==> config.mk <==
export PLATFORM = sky130hd
export DESIGN_NAME = pbc_config_regs
export DESIGN_NICKNAME = d
export VERILOG_FILES = /design/src/hdl/pbc_pkg.sv /design/src/hdl/pbc_config_regs.sv /design/src/hdl/pbc_slice_timer.sv /design/src/hdl/pbc_sync.sv
export SDC_FILE = /design/constraint.sdc
export NUM_CORES = 1
export LEC_CHECK = 0
export BUFFER_PORTS_ARGS = -buffer_cell sky130_fd_sc_hd__buf_2
export CORE_UTILIZATION = 45
export DETAILED_ROUTE_END_ITERATION = 10
export GPL_ROUTABILITY_DRIVEN = 0
export PLACE_DENSITY = 0.67
export SETUP_SLACK_MARGIN = 0.05
export SLEW_MARGIN = 40
export SYNTH_ARGS = -nofsm -noshare
export SYNTH_HDL_FRONTEND = slang
export SYNTH_SLANG_ARGS = --single-unit
==> constraint.sdc <==
create_clock -name clock_in -period 2.3 [get_ports clock_in]
set_clock_uncertainty 0.2 [all_clocks]
set_input_delay 0.115 -clock clock_in [delete_from_list [all_inputs] [get_ports clock_in]]
set_output_delay 0.115 -clock clock_in [all_outputs]
set_load 0.01 [all_outputs]
==> src/hdl/pbc_pkg.sv <==
// Constants shared by the PCI port configuration register bank
`default_nettype none
package pbc_pkg;
	// Byte offsets inside one port's configuration space
	localparam logic [7:0] OFS_IDENT = 8'h00;
	localparam logic [7:0] OFS_COMMAND = 8'h04;
	localparam logic [7:0] OFS_STATUS = 8'h06;
	localparam logic [7:0] OFS_SLICE = 8'h0d;
	localparam logic [7:0] OFS_GAP_BASE = 8'h54;
	localparam logic [7:0] OFS_GAP_TOP = 8'h56;
	localparam logic [7:0] OFS_SEG_ATTR = 8'h61;
	localparam logic [7:0] OFS_APIC_BASE = 8'h68;
	localparam logic [7:0] OFS_MAPPED_BASE = 8'h70;
	localparam logic [7:0] OFS_MAPPED_TOP = 8'h78;
	localparam logic [7:0] OFS_LEGACY = 8'h7c;

	localparam int SEG_REGS = 7;
	localparam int SEG_COUNT = 14;

	// Reset values
	localparam logic [15:0] RST_COMMAND = 16'h0016;
	localparam logic [15:0] RST_STATUS = 16'h0280;
	localparam logic [7:0] RST_SLICE = 8'h00;
	localparam logic [15:0] RST_GAP = 16'h0000;
	localparam logic [7:0] RST_SEG_FIRST = 8'h03;
	localparam logic [7:0] RST_SEG_OTHER = 8'h00;
	localparam logic [15:0] RST_APIC_BASE = 16'h0fec;
	localparam logic [15:0] RST_MAPPED_BASE = 16'h0002;
	localparam logic [15:0] RST_MAPPED_TOP = 16'h0000;
	localparam logic [7:0] RST_LEGACY = 8'h00;

	// Command bits
	localparam int CMD_IO = 0;
	localparam int CMD_MEM = 1;
	localparam int CMD_MASTER = 2;
	localparam int CMD_SPECIAL = 3;
	localparam int CMD_MWI = 4;
	localparam int CMD_PARITY = 6;
	localparam int CMD_STEPPING = 7;
	localparam int CMD_SYSERR = 8;
	// Bits software may change; the rest are wired
	localparam logic [15:0] CMD_WRITABLE = 16'h0150;
	localparam logic [15:0] CMD_FIXED_ONES = 16'h0006;

	// Status bits
	localparam int STS_MDPE = 8;
	localparam int STS_STA = 11;
	localparam int STS_RTA = 12;
	localparam int STS_RMA = 13;
	localparam int STS_SSE = 14;
	localparam int STS_PE = 15;
	localparam logic [15:0] STS_FIXED = 16'h0280;
	localparam logic [15:0] STS_STICKY = 16'hf900;

	// Time slice: count field and its unit in PCI clocks
	localparam logic [7:0] SLICE_MASK = 8'hf8;
	localparam int SLICE_UNIT_CLOCKS = 8;

	// Decode windows compare address bits 31:20 (1 MB granules)
	localparam int WIN_LSB = 20;
	localparam int WIN_BITS = 12;
endpackage : pbc_pkg
`default_nettype wire

==> src/hdl/pbc_config_regs.sv <==
// Configuration register bank of one PCI port of the expander bridge
//
// Overview of operation
// Time slice count sits in bits 7:3; each step is eight PCI clocks.
// Time slice bits 2:0 read zero and count as zero.
// After expiry, finish data phase, release when grant goes.
// Parity enable drives PERR# on data parity errors; clear reports none.
// Address parity errors go only to SERR#, needing both enables.
// Command bit 4 permits Memory Write and Invalidate; resets to one.
// Command bit 7, stepping, is wired to zero.
// Command bit 3 is wired to zero; special cycles are ignored.
// Command bits 2 and 1 are wired to one.
// Command bit 0 is wired zero; I/O cycles never claimed.
// Status bit 15 sets on any detected data or address parity error.
// Status bit 14 sets whenever SERR# is asserted.
// Status bit 13 sets on own master abort, not special cycles.
// Status bit 12 sets on target abort of own transaction.
// Status bit 11 sets when device as target signals target abort.
// Status bit 8 needs PERR# seen, own initiation and parity enable.
// Error flags stay set until software writes one; zero leaves them.
// Status bits 10:9 read fixed 01b, medium select timing.
// Status bit 7 reads one; bits 6 and 5 read zero.
// 1 MB APIC window at its base decodes inbound accesses.
// Seven attribute registers, 14 segments; first resets 03h.
// Mapped base and top bound the second segment range.
// Software mirrors decode registers in the host controller.
// In 64-bit mode only the first port's space is reachable.
// Slice loads on ownership, counts PCI clocks, expires at zero.
`default_nettype none
module pbc_config_regs #(
	parameter logic [15:0] VENDOR_IDENT = 16'h1234, // Arbitrary value
	parameter logic [15:0] DEVICE_IDENT = 16'h5678 // Arbitrary value
) (
	input wire logic clock_in,
	input wire logic rst_in,
	// Configuration access port, dword wide with byte enables
	input wire logic cfg_read_in,
	input wire logic cfg_write_in,
	input wire logic [7:0] cfg_addr_in,
	input wire logic [3:0] cfg_byte_en_in,
	input wire logic [31:0] cfg_wdata_in,
	output logic [31:0] cfg_rdata_out,
	output logic cfg_rvalid_out,
	// Straps
	input wire logic mode64_n_in,
	input wire logic second_port_in,
	// PCI side, sampled by clock_in through a two-flop synchroniser
	input wire logic pci_clk_in,
	input wire logic gnt_n_in,
	input wire logic data_parity_err_in,
	input wire logic addr_parity_err_in,
	input wire logic perr_n_in,
	input wire logic master_abort_in,
	input wire logic special_cycle_in,
	input wire logic target_abort_rcvd_in,
	input wire logic target_abort_sent_in,
	input wire logic initiator_in,
	output logic perr_n_out,
	output logic perr_n_oe_out,
	output logic serr_n_out,
	output logic serr_n_oe_out,
	// Own master engine
	input wire logic bus_owned_in,
	input wire logic data_phase_done_in,
	output logic slice_expired_out,
	output logic release_bus_out,
	output logic mwi_enable_out,
	output logic claim_io_out,
	output logic claim_special_out,
	// Inbound address decode
	input wire logic [31:0] inbound_addr_in,
	output logic apic_hit_out,
	output logic low_gap_hit_out,
	output logic mapped_pci_hit_out,
	output logic [8*pbc_pkg::SEG_REGS-1:0] segment_attrs_out,
	output logic [7:0] legacy_space_window_out
);
	localparam int NSYNC = 10;

	logic [NSYNC-1:0] raw_pins;
	logic [NSYNC-1:0] pins;
	logic pci_clk_s;
	logic gnt_n_s;
	logic data_par_s;
	logic addr_par_s;
	logic perr_n_s;
	logic mabort_s;
	logic special_s;
	logic tabort_rcvd_s;
	logic tabort_sent_s;
	logic initiator_s;
	logic pci_clk_prev;
	logic pci_tick;

	// Pins pass two flops first
	assign raw_pins = {pci_clk_in, gnt_n_in, data_parity_err_in, addr_parity_err_in, perr_n_in,
		master_abort_in, special_cycle_in, target_abort_rcvd_in, target_abort_sent_in, initiator_in};

	pbc_sync #(
		.WIDTH(NSYNC)
	) u_sync (
		.clock_in(clock_in),
		.rst_in(rst_in),
		.async_in(raw_pins),
		.sync_out(pins)
	);

	assign {pci_clk_s, gnt_n_s, data_par_s, addr_par_s, perr_n_s,
		mabort_s, special_s, tabort_rcvd_s, tabort_sent_s, initiator_s} = pins;

	always_ff @(posedge clock_in) begin
		if (rst_in) begin
			pci_clk_prev <= 1'b0;
		end else begin
			pci_clk_prev <= pci_clk_s;
		end
	end

	// One enable per PCI rising edge
	assign pci_tick = pci_clk_s && !pci_clk_prev;

	// Strap capture after reset release
	logic strap_taken;
	logic wide_mode;
	logic is_second;

	always_ff @(posedge clock_in) begin
		if (rst_in) begin
			strap_taken <= 1'b0;
			wide_mode <= 1'b0;
			is_second <= 1'b0;
		end else if (!strap_taken) begin
			strap_taken <= 1'b1;
			wide_mode <= !mode64_n_in;
			is_second <= second_port_in;
		end
	end

	// Registers
	logic [15:0] command;
	logic [15:0] status;
	logic [7:0] slice;
	logic [15:0] gap_base;
	logic [15:0] gap_top;
	logic [15:0] apic_base;
	logic [15:0] mapped_base;
	logic [15:0] mapped_top;
	logic [7:0] legacy;
	logic [7:0] seg_attr [pbc_pkg::SEG_REGS];

	// Access decode
	logic space_open;
	logic wr_ok;
	logic [5:0] dword;
	logic [3:0] lane_wr;

	assign space_open = !(wide_mode && is_second);
	assign wr_ok = cfg_write_in && space_open;
	assign dword = cfg_addr_in[7:2];
	assign lane_wr = wr_ok ? cfg_byte_en_in : 4'h0;

	function automatic logic byte_hit(input logic [7:0] ofs, input logic [5:0] dw, input logic [3:0] lanes);
		byte_hit = (dw == ofs[7:2]) && lanes[ofs[1:0]];
	endfunction : byte_hit

	function automatic logic [7:0] byte_of(input logic [7:0] ofs, input logic [31:0] data);
		byte_of = data[8*ofs[1:0] +: 8];
	endfunction : byte_of

	// Byte strobes for every writable byte except the attribute bytes
	logic cmd_lo_we;
	logic cmd_hi_we;
	logic sts_lo_we;
	logic sts_hi_we;
	logic slice_we;
	logic gap_base_lo_we;
	logic gap_base_hi_we;
	logic gap_top_lo_we;
	logic gap_top_hi_we;
	logic apic_lo_we;
	logic apic_hi_we;
	logic mapped_base_lo_we;
	logic mapped_base_hi_we;
	logic mapped_top_lo_we;
	logic mapped_top_hi_we;
	logic legacy_we;

	assign cmd_lo_we = byte_hit(pbc_pkg::OFS_COMMAND, dword, lane_wr);
	assign cmd_hi_we = byte_hit(pbc_pkg::OFS_COMMAND + 8'h01, dword, lane_wr);
	assign sts_lo_we = byte_hit(pbc_pkg::OFS_STATUS, dword, lane_wr);
	assign sts_hi_we = byte_hit(pbc_pkg::OFS_STATUS + 8'h01, dword, lane_wr);
	assign slice_we = byte_hit(pbc_pkg::OFS_SLICE, dword, lane_wr);
	assign gap_base_lo_we = byte_hit(pbc_pkg::OFS_GAP_BASE, dword, lane_wr);
	assign gap_base_hi_we = byte_hit(pbc_pkg::OFS_GAP_BASE + 8'h01, dword, lane_wr);
	assign gap_top_lo_we = byte_hit(pbc_pkg::OFS_GAP_TOP, dword, lane_wr);
	assign gap_top_hi_we = byte_hit(pbc_pkg::OFS_GAP_TOP + 8'h01, dword, lane_wr);
	assign apic_lo_we = byte_hit(pbc_pkg::OFS_APIC_BASE, dword, lane_wr);
	assign apic_hi_we = byte_hit(pbc_pkg::OFS_APIC_BASE + 8'h01, dword, lane_wr);
	assign mapped_base_lo_we = byte_hit(pbc_pkg::OFS_MAPPED_BASE, dword, lane_wr);
	assign mapped_base_hi_we = byte_hit(pbc_pkg::OFS_MAPPED_BASE + 8'h01, dword, lane_wr);
	assign mapped_top_lo_we = byte_hit(pbc_pkg::OFS_MAPPED_TOP, dword, lane_wr);
	assign mapped_top_hi_we = byte_hit(pbc_pkg::OFS_MAPPED_TOP + 8'h01, dword, lane_wr);
	assign legacy_we = byte_hit(pbc_pkg::OFS_LEGACY, dword, lane_wr);

	// Only enables writable, rest wired
	logic [15:0] cmd_written;
	logic [15:0] next_command;

	assign cmd_written = {cmd_hi_we ? byte_of(pbc_pkg::OFS_COMMAND + 8'h01, cfg_wdata_in) : command[15:8],
		cmd_lo_we ? byte_of(pbc_pkg::OFS_COMMAND, cfg_wdata_in) : command[7:0]};
	assign next_command = (cmd_written & pbc_pkg::CMD_WRITABLE) | pbc_pkg::CMD_FIXED_ONES;

	logic perr_enable;
	logic serr_enable;

	assign perr_enable = command[pbc_pkg::CMD_PARITY];
	assign serr_enable = command[pbc_pkg::CMD_SYSERR];
	assign mwi_enable_out = command[pbc_pkg::CMD_MWI];
	assign claim_io_out = command[pbc_pkg::CMD_IO];
	assign claim_special_out = command[pbc_pkg::CMD_SPECIAL];

	// Error signalling, each pin held for one PCI clock
	logic drive_perr;
	logic drive_serr;
	logic next_drive_perr;
	logic next_drive_serr;

	assign next_drive_perr = data_par_s && perr_enable;
	assign next_drive_serr = addr_par_s && perr_enable && serr_enable;

	always_ff @(posedge clock_in) begin
		if (rst_in) begin
			drive_perr <= 1'b0;
			drive_serr <= 1'b0;
		end else if (pci_tick) begin
			drive_perr <= next_drive_perr;
			drive_serr <= next_drive_serr;
		end
	end

	// Open drain: drive low, enable low while driving
	assign perr_n_out = 1'b0;
	assign perr_n_oe_out = !drive_perr;
	assign serr_n_out = 1'b0;
	assign serr_n_oe_out = !drive_serr;

	// Status events, one per PCI clock edge
	logic [15:0] sts_set;
	logic [15:0] sts_clear;
	logic perr_active;

	assign perr_active = drive_perr || !perr_n_s;

	always_comb begin
		sts_set = 16'h0000;
		sts_set[pbc_pkg::STS_PE] = pci_tick && (data_par_s || addr_par_s);
		sts_set[pbc_pkg::STS_SSE] = pci_tick && next_drive_serr;
		sts_set[pbc_pkg::STS_RMA] = pci_tick && mabort_s && !special_s;
		sts_set[pbc_pkg::STS_RTA] = pci_tick && tabort_rcvd_s;
		sts_set[pbc_pkg::STS_STA] = pci_tick && tabort_sent_s;
		sts_set[pbc_pkg::STS_MDPE] = pci_tick && perr_active && initiator_s && perr_enable;
	end

	assign sts_clear = {sts_hi_we ? byte_of(pbc_pkg::OFS_STATUS + 8'h01, cfg_wdata_in) : 8'h00,
		sts_lo_we ? byte_of(pbc_pkg::OFS_STATUS, cfg_wdata_in) : 8'h00} & pbc_pkg::STS_STICKY;

	// Set wins over a clear in the same cycle
	logic [15:0] next_status;

	assign next_status = ((status & ~sts_clear) | sts_set) & pbc_pkg::STS_STICKY;

	// Command, status, slice and legacy registers
	always_ff @(posedge clock_in) begin
		if (rst_in) begin
			command <= pbc_pkg::RST_COMMAND;
			status <= pbc_pkg::RST_STATUS & pbc_pkg::STS_STICKY;
			slice <= pbc_pkg::RST_SLICE;
			legacy <= pbc_pkg::RST_LEGACY;
		end else begin
			command <= next_command;
			status <= next_status;
			if (slice_we) begin
				slice <= byte_of(pbc_pkg::OFS_SLICE, cfg_wdata_in) & pbc_pkg::SLICE_MASK;
			end
			if (legacy_we) begin
				legacy <= byte_of(pbc_pkg::OFS_LEGACY, cfg_wdata_in);
			end
		end
	end

	always_ff @(posedge clock_in) begin
		if (rst_in) begin
			gap_base <= pbc_pkg::RST_GAP;
			gap_top <= pbc_pkg::RST_GAP;
			apic_base <= pbc_pkg::RST_APIC_BASE;
			mapped_base <= pbc_pkg::RST_MAPPED_BASE;
			mapped_top <= pbc_pkg::RST_MAPPED_TOP;
		end else begin
			if (gap_base_lo_we) gap_base[7:0] <= byte_of(pbc_pkg::OFS_GAP_BASE, cfg_wdata_in);
			if (gap_base_hi_we) gap_base[15:8] <= byte_of(pbc_pkg::OFS_GAP_BASE + 8'h01, cfg_wdata_in);
			if (gap_top_lo_we) gap_top[7:0] <= byte_of(pbc_pkg::OFS_GAP_TOP, cfg_wdata_in);
			if (gap_top_hi_we) gap_top[15:8] <= byte_of(pbc_pkg::OFS_GAP_TOP + 8'h01, cfg_wdata_in);
			if (apic_lo_we) apic_base[7:0] <= byte_of(pbc_pkg::OFS_APIC_BASE, cfg_wdata_in);
			if (apic_hi_we) apic_base[15:8] <= byte_of(pbc_pkg::OFS_APIC_BASE + 8'h01, cfg_wdata_in);
			if (mapped_base_lo_we) mapped_base[7:0] <= byte_of(pbc_pkg::OFS_MAPPED_BASE, cfg_wdata_in);
			if (mapped_base_hi_we) mapped_base[15:8] <= byte_of(pbc_pkg::OFS_MAPPED_BASE + 8'h01, cfg_wdata_in);
			if (mapped_top_lo_we) mapped_top[7:0] <= byte_of(pbc_pkg::OFS_MAPPED_TOP, cfg_wdata_in);
			if (mapped_top_hi_we) mapped_top[15:8] <= byte_of(pbc_pkg::OFS_MAPPED_TOP + 8'h01, cfg_wdata_in);
		end
	end

	// Attribute bytes, two segments each
	logic [31:0] seg_dword [2];

	generate
		for (genvar i = 0; i < pbc_pkg::SEG_REGS; i++) begin : g_seg
			localparam logic [7:0] OFS = pbc_pkg::OFS_SEG_ATTR + 8'(i);
			logic seg_we;

			assign seg_we = byte_hit(OFS, dword, lane_wr);
			assign segment_attrs_out[8*i +: 8] = seg_attr[i];

			always_ff @(posedge clock_in) begin
				if (rst_in) begin
					seg_attr[i] <= (i == 0) ? pbc_pkg::RST_SEG_FIRST : pbc_pkg::RST_SEG_OTHER;
				end else if (seg_we) begin
					seg_attr[i] <= byte_of(OFS, cfg_wdata_in);
				end
			end
		end
	endgenerate

	assign seg_dword[0] = {seg_attr[2], seg_attr[1], seg_attr[0], 8'h00};
	assign seg_dword[1] = {seg_attr[6], seg_attr[5], seg_attr[4], seg_attr[3]};

	// Read data selection
	logic [31:0] rd_word;
	logic [31:0] status_word;
	logic [15:0] status_view;

	assign status_view = status | pbc_pkg::STS_FIXED;
	assign status_word = {status_view, command};
	assign rd_word = !space_open ? 32'h0000_0000 :
		(dword == pbc_pkg::OFS_IDENT[7:2]) ? {DEVICE_IDENT, VENDOR_IDENT} :
		(dword == pbc_pkg::OFS_COMMAND[7:2]) ? status_word :
		(dword == pbc_pkg::OFS_SLICE[7:2]) ? {16'h0000, slice, 8'h00} :
		(dword == pbc_pkg::OFS_GAP_BASE[7:2]) ? {gap_top, gap_base} :
		(dword == pbc_pkg::OFS_SEG_ATTR[7:2]) ? seg_dword[0] :
		(dword == pbc_pkg::OFS_SEG_ATTR[7:2] + 6'h01) ? seg_dword[1] :
		(dword == pbc_pkg::OFS_APIC_BASE[7:2]) ? {16'h0000, apic_base} :
		(dword == pbc_pkg::OFS_MAPPED_BASE[7:2]) ? {16'h0000, mapped_base} :
		(dword == pbc_pkg::OFS_MAPPED_TOP[7:2]) ? {16'h0000, mapped_top} :
		(dword == pbc_pkg::OFS_LEGACY[7:2]) ? {24'h000000, legacy} :
		32'h0000_0000;

	always_ff @(posedge clock_in) begin
		if (rst_in) begin
			cfg_rdata_out <= 32'h0000_0000;
			cfg_rvalid_out <= 1'b0;
		end else begin
			cfg_rvalid_out <= cfg_read_in;
			if (cfg_read_in) begin
				cfg_rdata_out <= rd_word;
			end
		end
	end

	// Field times eight is the clock count
	logic [7:0] slice_clocks;
	logic slice_done;

	assign slice_clocks = slice & pbc_pkg::SLICE_MASK;

	pbc_slice_timer #(
		.WIDTH(8)
	) u_timer (
		.clock_in(clock_in),
		.rst_in(rst_in),
		.tick_in(pci_tick),
		.owner_in(bus_owned_in),
		.count_in(slice_clocks),
		.expired_out(slice_done),
		.count_out()
	);

	assign slice_expired_out = slice_done;
	// Surrender only after data phase and grant loss
	assign release_bus_out = slice_done && gnt_n_s && data_phase_done_in;

	// Inbound decode windows, registered
	logic [pbc_pkg::WIN_BITS-1:0] granule;
	logic next_apic_hit;
	logic next_gap_hit;
	logic next_mapped_hit;

	assign granule = inbound_addr_in[pbc_pkg::WIN_LSB +: pbc_pkg::WIN_BITS];
	assign next_apic_hit = granule == apic_base[pbc_pkg::WIN_BITS-1:0];
	assign next_gap_hit = (granule >= gap_base[pbc_pkg::WIN_BITS-1:0]) &&
		(granule <= gap_top[pbc_pkg::WIN_BITS-1:0]) && (gap_top >= gap_base);
	assign next_mapped_hit = (granule >= mapped_base[pbc_pkg::WIN_BITS-1:0]) &&
		(granule <= mapped_top[pbc_pkg::WIN_BITS-1:0]);

	always_ff @(posedge clock_in) begin
		if (rst_in) begin
			apic_hit_out <= 1'b0;
			low_gap_hit_out <= 1'b0;
			mapped_pci_hit_out <= 1'b0;
			legacy_space_window_out <= pbc_pkg::RST_LEGACY;
		end else begin
			apic_hit_out <= next_apic_hit;
			low_gap_hit_out <= next_gap_hit;
			mapped_pci_hit_out <= next_mapped_hit;
			legacy_space_window_out <= legacy;
		end
	end
endmodule : pbc_config_regs
`default_nettype wire

==> src/hdl/pbc_slice_timer.sv <==
// Master time-slice counter, one step per PCI clock
`default_nettype none
module pbc_slice_timer #(
	parameter int WIDTH = 8
) (
	input wire logic clock_in,
	input wire logic rst_in,
	input wire logic tick_in,
	input wire logic owner_in,
	input wire logic [WIDTH-1:0] count_in,
	output logic expired_out,
	output logic [WIDTH-1:0] count_out
);
	typedef enum logic [2:0] {
		PBC_IDLE = 3'b001,
		PBC_RUN = 3'b010,
		PBC_DONE = 3'b100
	} pbc_slice_state_t;

	pbc_slice_state_t state;
	pbc_slice_state_t next_state;
	logic owner_prev;
	logic gained;
	logic [WIDTH-1:0] next_count;

	assign gained = owner_in && !owner_prev;
	assign expired_out = (state == PBC_DONE);

	always_comb begin
		next_state = state;
		next_count = count_out;
		unique case (state)
			PBC_IDLE: begin
				if (gained) begin
					next_count = count_in;
					next_state = (count_in == '0) ? PBC_DONE : PBC_RUN;
				end
			end
			PBC_RUN: begin
				if (!owner_in) begin
					next_state = PBC_IDLE;
				end else if (tick_in) begin
					next_count = count_out - WIDTH'(1);
					if (count_out == WIDTH'(1)) begin
						next_state = PBC_DONE;
					end
				end
			end
			PBC_DONE: begin
				if (!owner_in) begin
					next_state = PBC_IDLE;
				end
			end
			default: begin
				next_state = PBC_IDLE;
			end
		endcase
	end

	always_ff @(posedge clock_in) begin
		if (rst_in) begin
			state <= PBC_IDLE;
			count_out <= '0;
			owner_prev <= 1'b0;
		end else begin
			state <= next_state;
			count_out <= next_count;
			owner_prev <= owner_in;
		end
	end
endmodule : pbc_slice_timer
`default_nettype wire

==> src/hdl/pbc_sync.sv <==
// Two-flop synchroniser for a group of level inputs
`default_nettype none
module pbc_sync #(
	parameter int WIDTH = 1
) (
	input wire logic clock_in,
	input wire logic rst_in,
	input wire logic [WIDTH-1:0] async_in,
	output logic [WIDTH-1:0] sync_out
);
	logic [WIDTH-1:0] meta;

	always_ff @(posedge clock_in) begin
		if (rst_in) begin
			meta <= '0;
			sync_out <= '0;
		end else begin
			meta <= async_in;
			sync_out <= meta;
		end
	end
endmodule : pbc_sync
`default_nettype wire

==> reports/metrics.yaml <==
setup_path:
  critPathKind: "reg -> reg"
  start_kind: "flip-flop"
  crit_buf_inv: 1
  critical_path.cell_chain: "inv_1 > ha_1 > o211ai_1 > nor2_1 > a2111oi_2 > o21ai_1 > a211oi_1 > a211oi_1"
  worst_path_most_repeated_cell: "a211oi_1"
  cp-end-kind: "flip-flop"
  critPathSlowestCell: "dfxtp_1"
  cp_slowest_stage_delay_ns: 0.37
  arrival_ns: 2.35
  required_ns: 2.52
  cp_top_family: "compound AO/OA/AOI/OAI gates"
  path_max_fanout: 3
global_route:
  first_global_vias: 10000
  grt.total_usage_pct: 27.3
  grt_overflow: 0
  antenna_found_initial: 0
  grt_pass1_wl_um: 54800
  grt_max_degree: 48
cts:
  clock_sinks: 240
  clk_path_buf_depth: 3
  cts_root_buf: "clkbuf_16"
  worstSkewPairLatency_ns: 0.53
  cts_tree: "yes"
  h-tree-depth: 1
  cts_made_buffers: 26
  path_clk_slew_ns: 0.06
die:
  ioPinCount: 203
  rows: 57
  coreArea_mm2: 0.0245
  chipWidth_um: 161
  die-height_um: 161
  start_util_pct: 46.2
  die_area_mm2: 0.0258
outcome:
  status: "completed"
power:
  peakVddDrop_uv: 441
  power.density_mw_per_mm2: 644
  power_leakage_nw: 5.68
synthesis:
  synth_common_cells: "nand2_1 (236), dfxtp_1 (184), a21oi_1 (127)"
  seq_area_frac_synth_pct: 47.4
  synth_compound_area_share_pct: 17.6
  synth_flop_cell: "dfxtp_1"
  yosysWarningCount: 0
  synth.avg_cell_area_um2: 8.86
  synth_edf_count: 56
  synth-simple-area-share_pct: 22.2
  synth_xor_area_share_pct: 0.928
  ys_seq_elements: 240
  syn_inst: 1279
  synth_top_area_share_pct: 32.5
  muxShareOfSynthArea_pct: 0.177
  synthArstFlopShare_pct: 0
  yosysTopAreaCell: "dfxtp_1"
  synth_cell_types: 63
  synth_top_family_by_area: "simple AND/OR/NAND/NOR gates"
  yosys.area_share.adder_pct: 7.29
  netlist_area_mm2: 0.0113
  synthTopCellsByArea: "dfxtp_1 (33%), edfxtp_1 (15%), nand2_1 (7.8%)"
  yosysMostFrequentCell: "nand2_1"
cells_and_area:
  multiInputGateArea_mm2: 0.00549
  drive_gt1_share_pct: 19.1
  fin_nets: 1722
  fill_cells: 2236
  seq_area_mm2: 0.00537
  syn2layout_area_growth_pct: 27.3
  antenna_cells: 0
timing:
  slew_headroom_pct: 57.4
  timing.fmax_ghz: 0.469
  worst_pin_slew_ns: 0.636
  drv_slew: 0
  rsz0062_at_grt: "false"
  final_hold_viol_count: 0
  report.final.setup_viol: 0
  period_needed_ns: 2.13
  period_share_pct: 92.7
  fin_hold_ws_ns: 0.0137
  finalSetupTns_ns: 0
drt:
  dr.pass1.iters: 8
  avgRoutedWirePerCell_um: 18.8
  vias: 10700
  routed_wl_um: 35900
  first_iter_violations: 1028
  drc: 0
  postRouteAntennaNets: 0
  vias_per_cell: 5.63
worst_hold_path:
  min_path_type: "in -> reg"
job:
  drv_cap: 0
placement:
  hpwlAfterDp_um: 26900
  numPortBuffers: 176
-- cell families (layout without fill, tap and decap cells) --
logic type	count (synthesis)	after routing
buf+inv	123	423
simple gates	522	522
mux	2	2
flops	240	240
xor+xnor	12	12
compound gates	313	313
other cells	1	4
fa+ha+maj	66	66
-- layout by cell type, fill, tap and decap left out, drive strengths merged, types with 17 or more instances in the layout --
cell	netlist	routed
dfxtp	184	184
ha	66	66
clkbuf	37	34
nand2	236	236
nand3	42	42
inv	65	65
nor2b	45	45
nor3	17	17
buf	21	249
and2	57	57
a21oi	127	127
dlygate4sd3	0	61
nand2b	18	18
nor2	68	68
o21ai	41	41
edfxtp	56	56
a22oi	39	39
-- power by group --
group | leakage, nW | internal, mW | switching, mW
registers | 2.09 | 4.38 | 0.0495
clock network | 0.403 | 2.37 | 1.73
logic | 3.19 | 0.317 | 0.451
total | 5.68 | 7.06 | 2.23
-- final timing paths --
kind             startpoint                  to  slack [ns]  depth (start not counted)
max             gap_base[1]     low_gap_hit_out        0.17                          8
min          cfg_addr_in[3]   cfg_rdata_out[11]        0.01                          6
max reg2reg     gap_base[1]     low_gap_hit_out        0.17                          8
min reg2reg  u_sync.meta[9]  u_sync.sync_out[9]        0.24                          1
-- layout make-up --
class,count,area share [%]
inverter,65,1.69
clock buffer,34,5.08
timing repair buffer,310,14.4
sequential,240,37.2
clock inverter,14,0.772
multi-input combinational,919,38.0
tap,324,2.81
-- worst reg2reg max path: cells and delay by family, from the launching register on --
kind            cells  cell delay (ns)
simple gates        1             0.07
fa+ha+maj           1             0.29
flops               1             0.37
buf+inv             1             0.08
compound gates      5             1.02
-- routing by layer --
layer,routed length [µm],vias up,track usage [%]
met5,0,-,0
met4,1190,0,9.52
met3,2960,76,3.02
met2,15800,496,42.6
met1,15900,5071,39.0
li1,-,5084,-
-- state kept, by name, summed over array words and instances (netlist names), 3 cells and up --
| signal | count |
|---|---|
| gap_base | 16 |
| mapped_base | 16 |
| u_timer.count_out | 8 |
| cfg_rdata_out | 32 |
| mapped_top | 16 |
| status | 6 |
| gap_top | 16 |
| u_timer.state | 3 |
| legacy_space_window_out | 8 |
| legacy | 8 |
| apic_base | 16 |
| u_sync.meta | 10 |
| u_sync.sync_out | 10 |
| command | 3 |
| seg_attr | 56 |
| slice | 5 |
-- through the flow --
step / total power, mW / cell area (µm²) / util [%] / instances / setup WS, ns
6_report: 9.29 / 14400 / 58.8 / 1906 / 0.167
5_1_grt: 9.57 / 14400 / 58.8 / 1906 / 0.0639
4_1_cts: 9.32 / 14400 / 58.8 / 1906 / 0.0509
3_5_place_dp: 5.19 / 13000 / 52.8 / 1797 / 0.0532
3_3_place_gp: 5.17 / 13000 / 52.8 / 1797 / 0.0563
2_1_floorplan: 4.85 / 11300 / - / 1282 / 0.230
-- what timing repair did --
action	in CTS	in global routing
endpoints found under the hold margin	184	0
gates resized for setup	0	5
setup buffers	0	0
setup endpoints to repair	0	1
hold buffers	61	0
No activity file was read; power rests on OpenSTA's default activity.
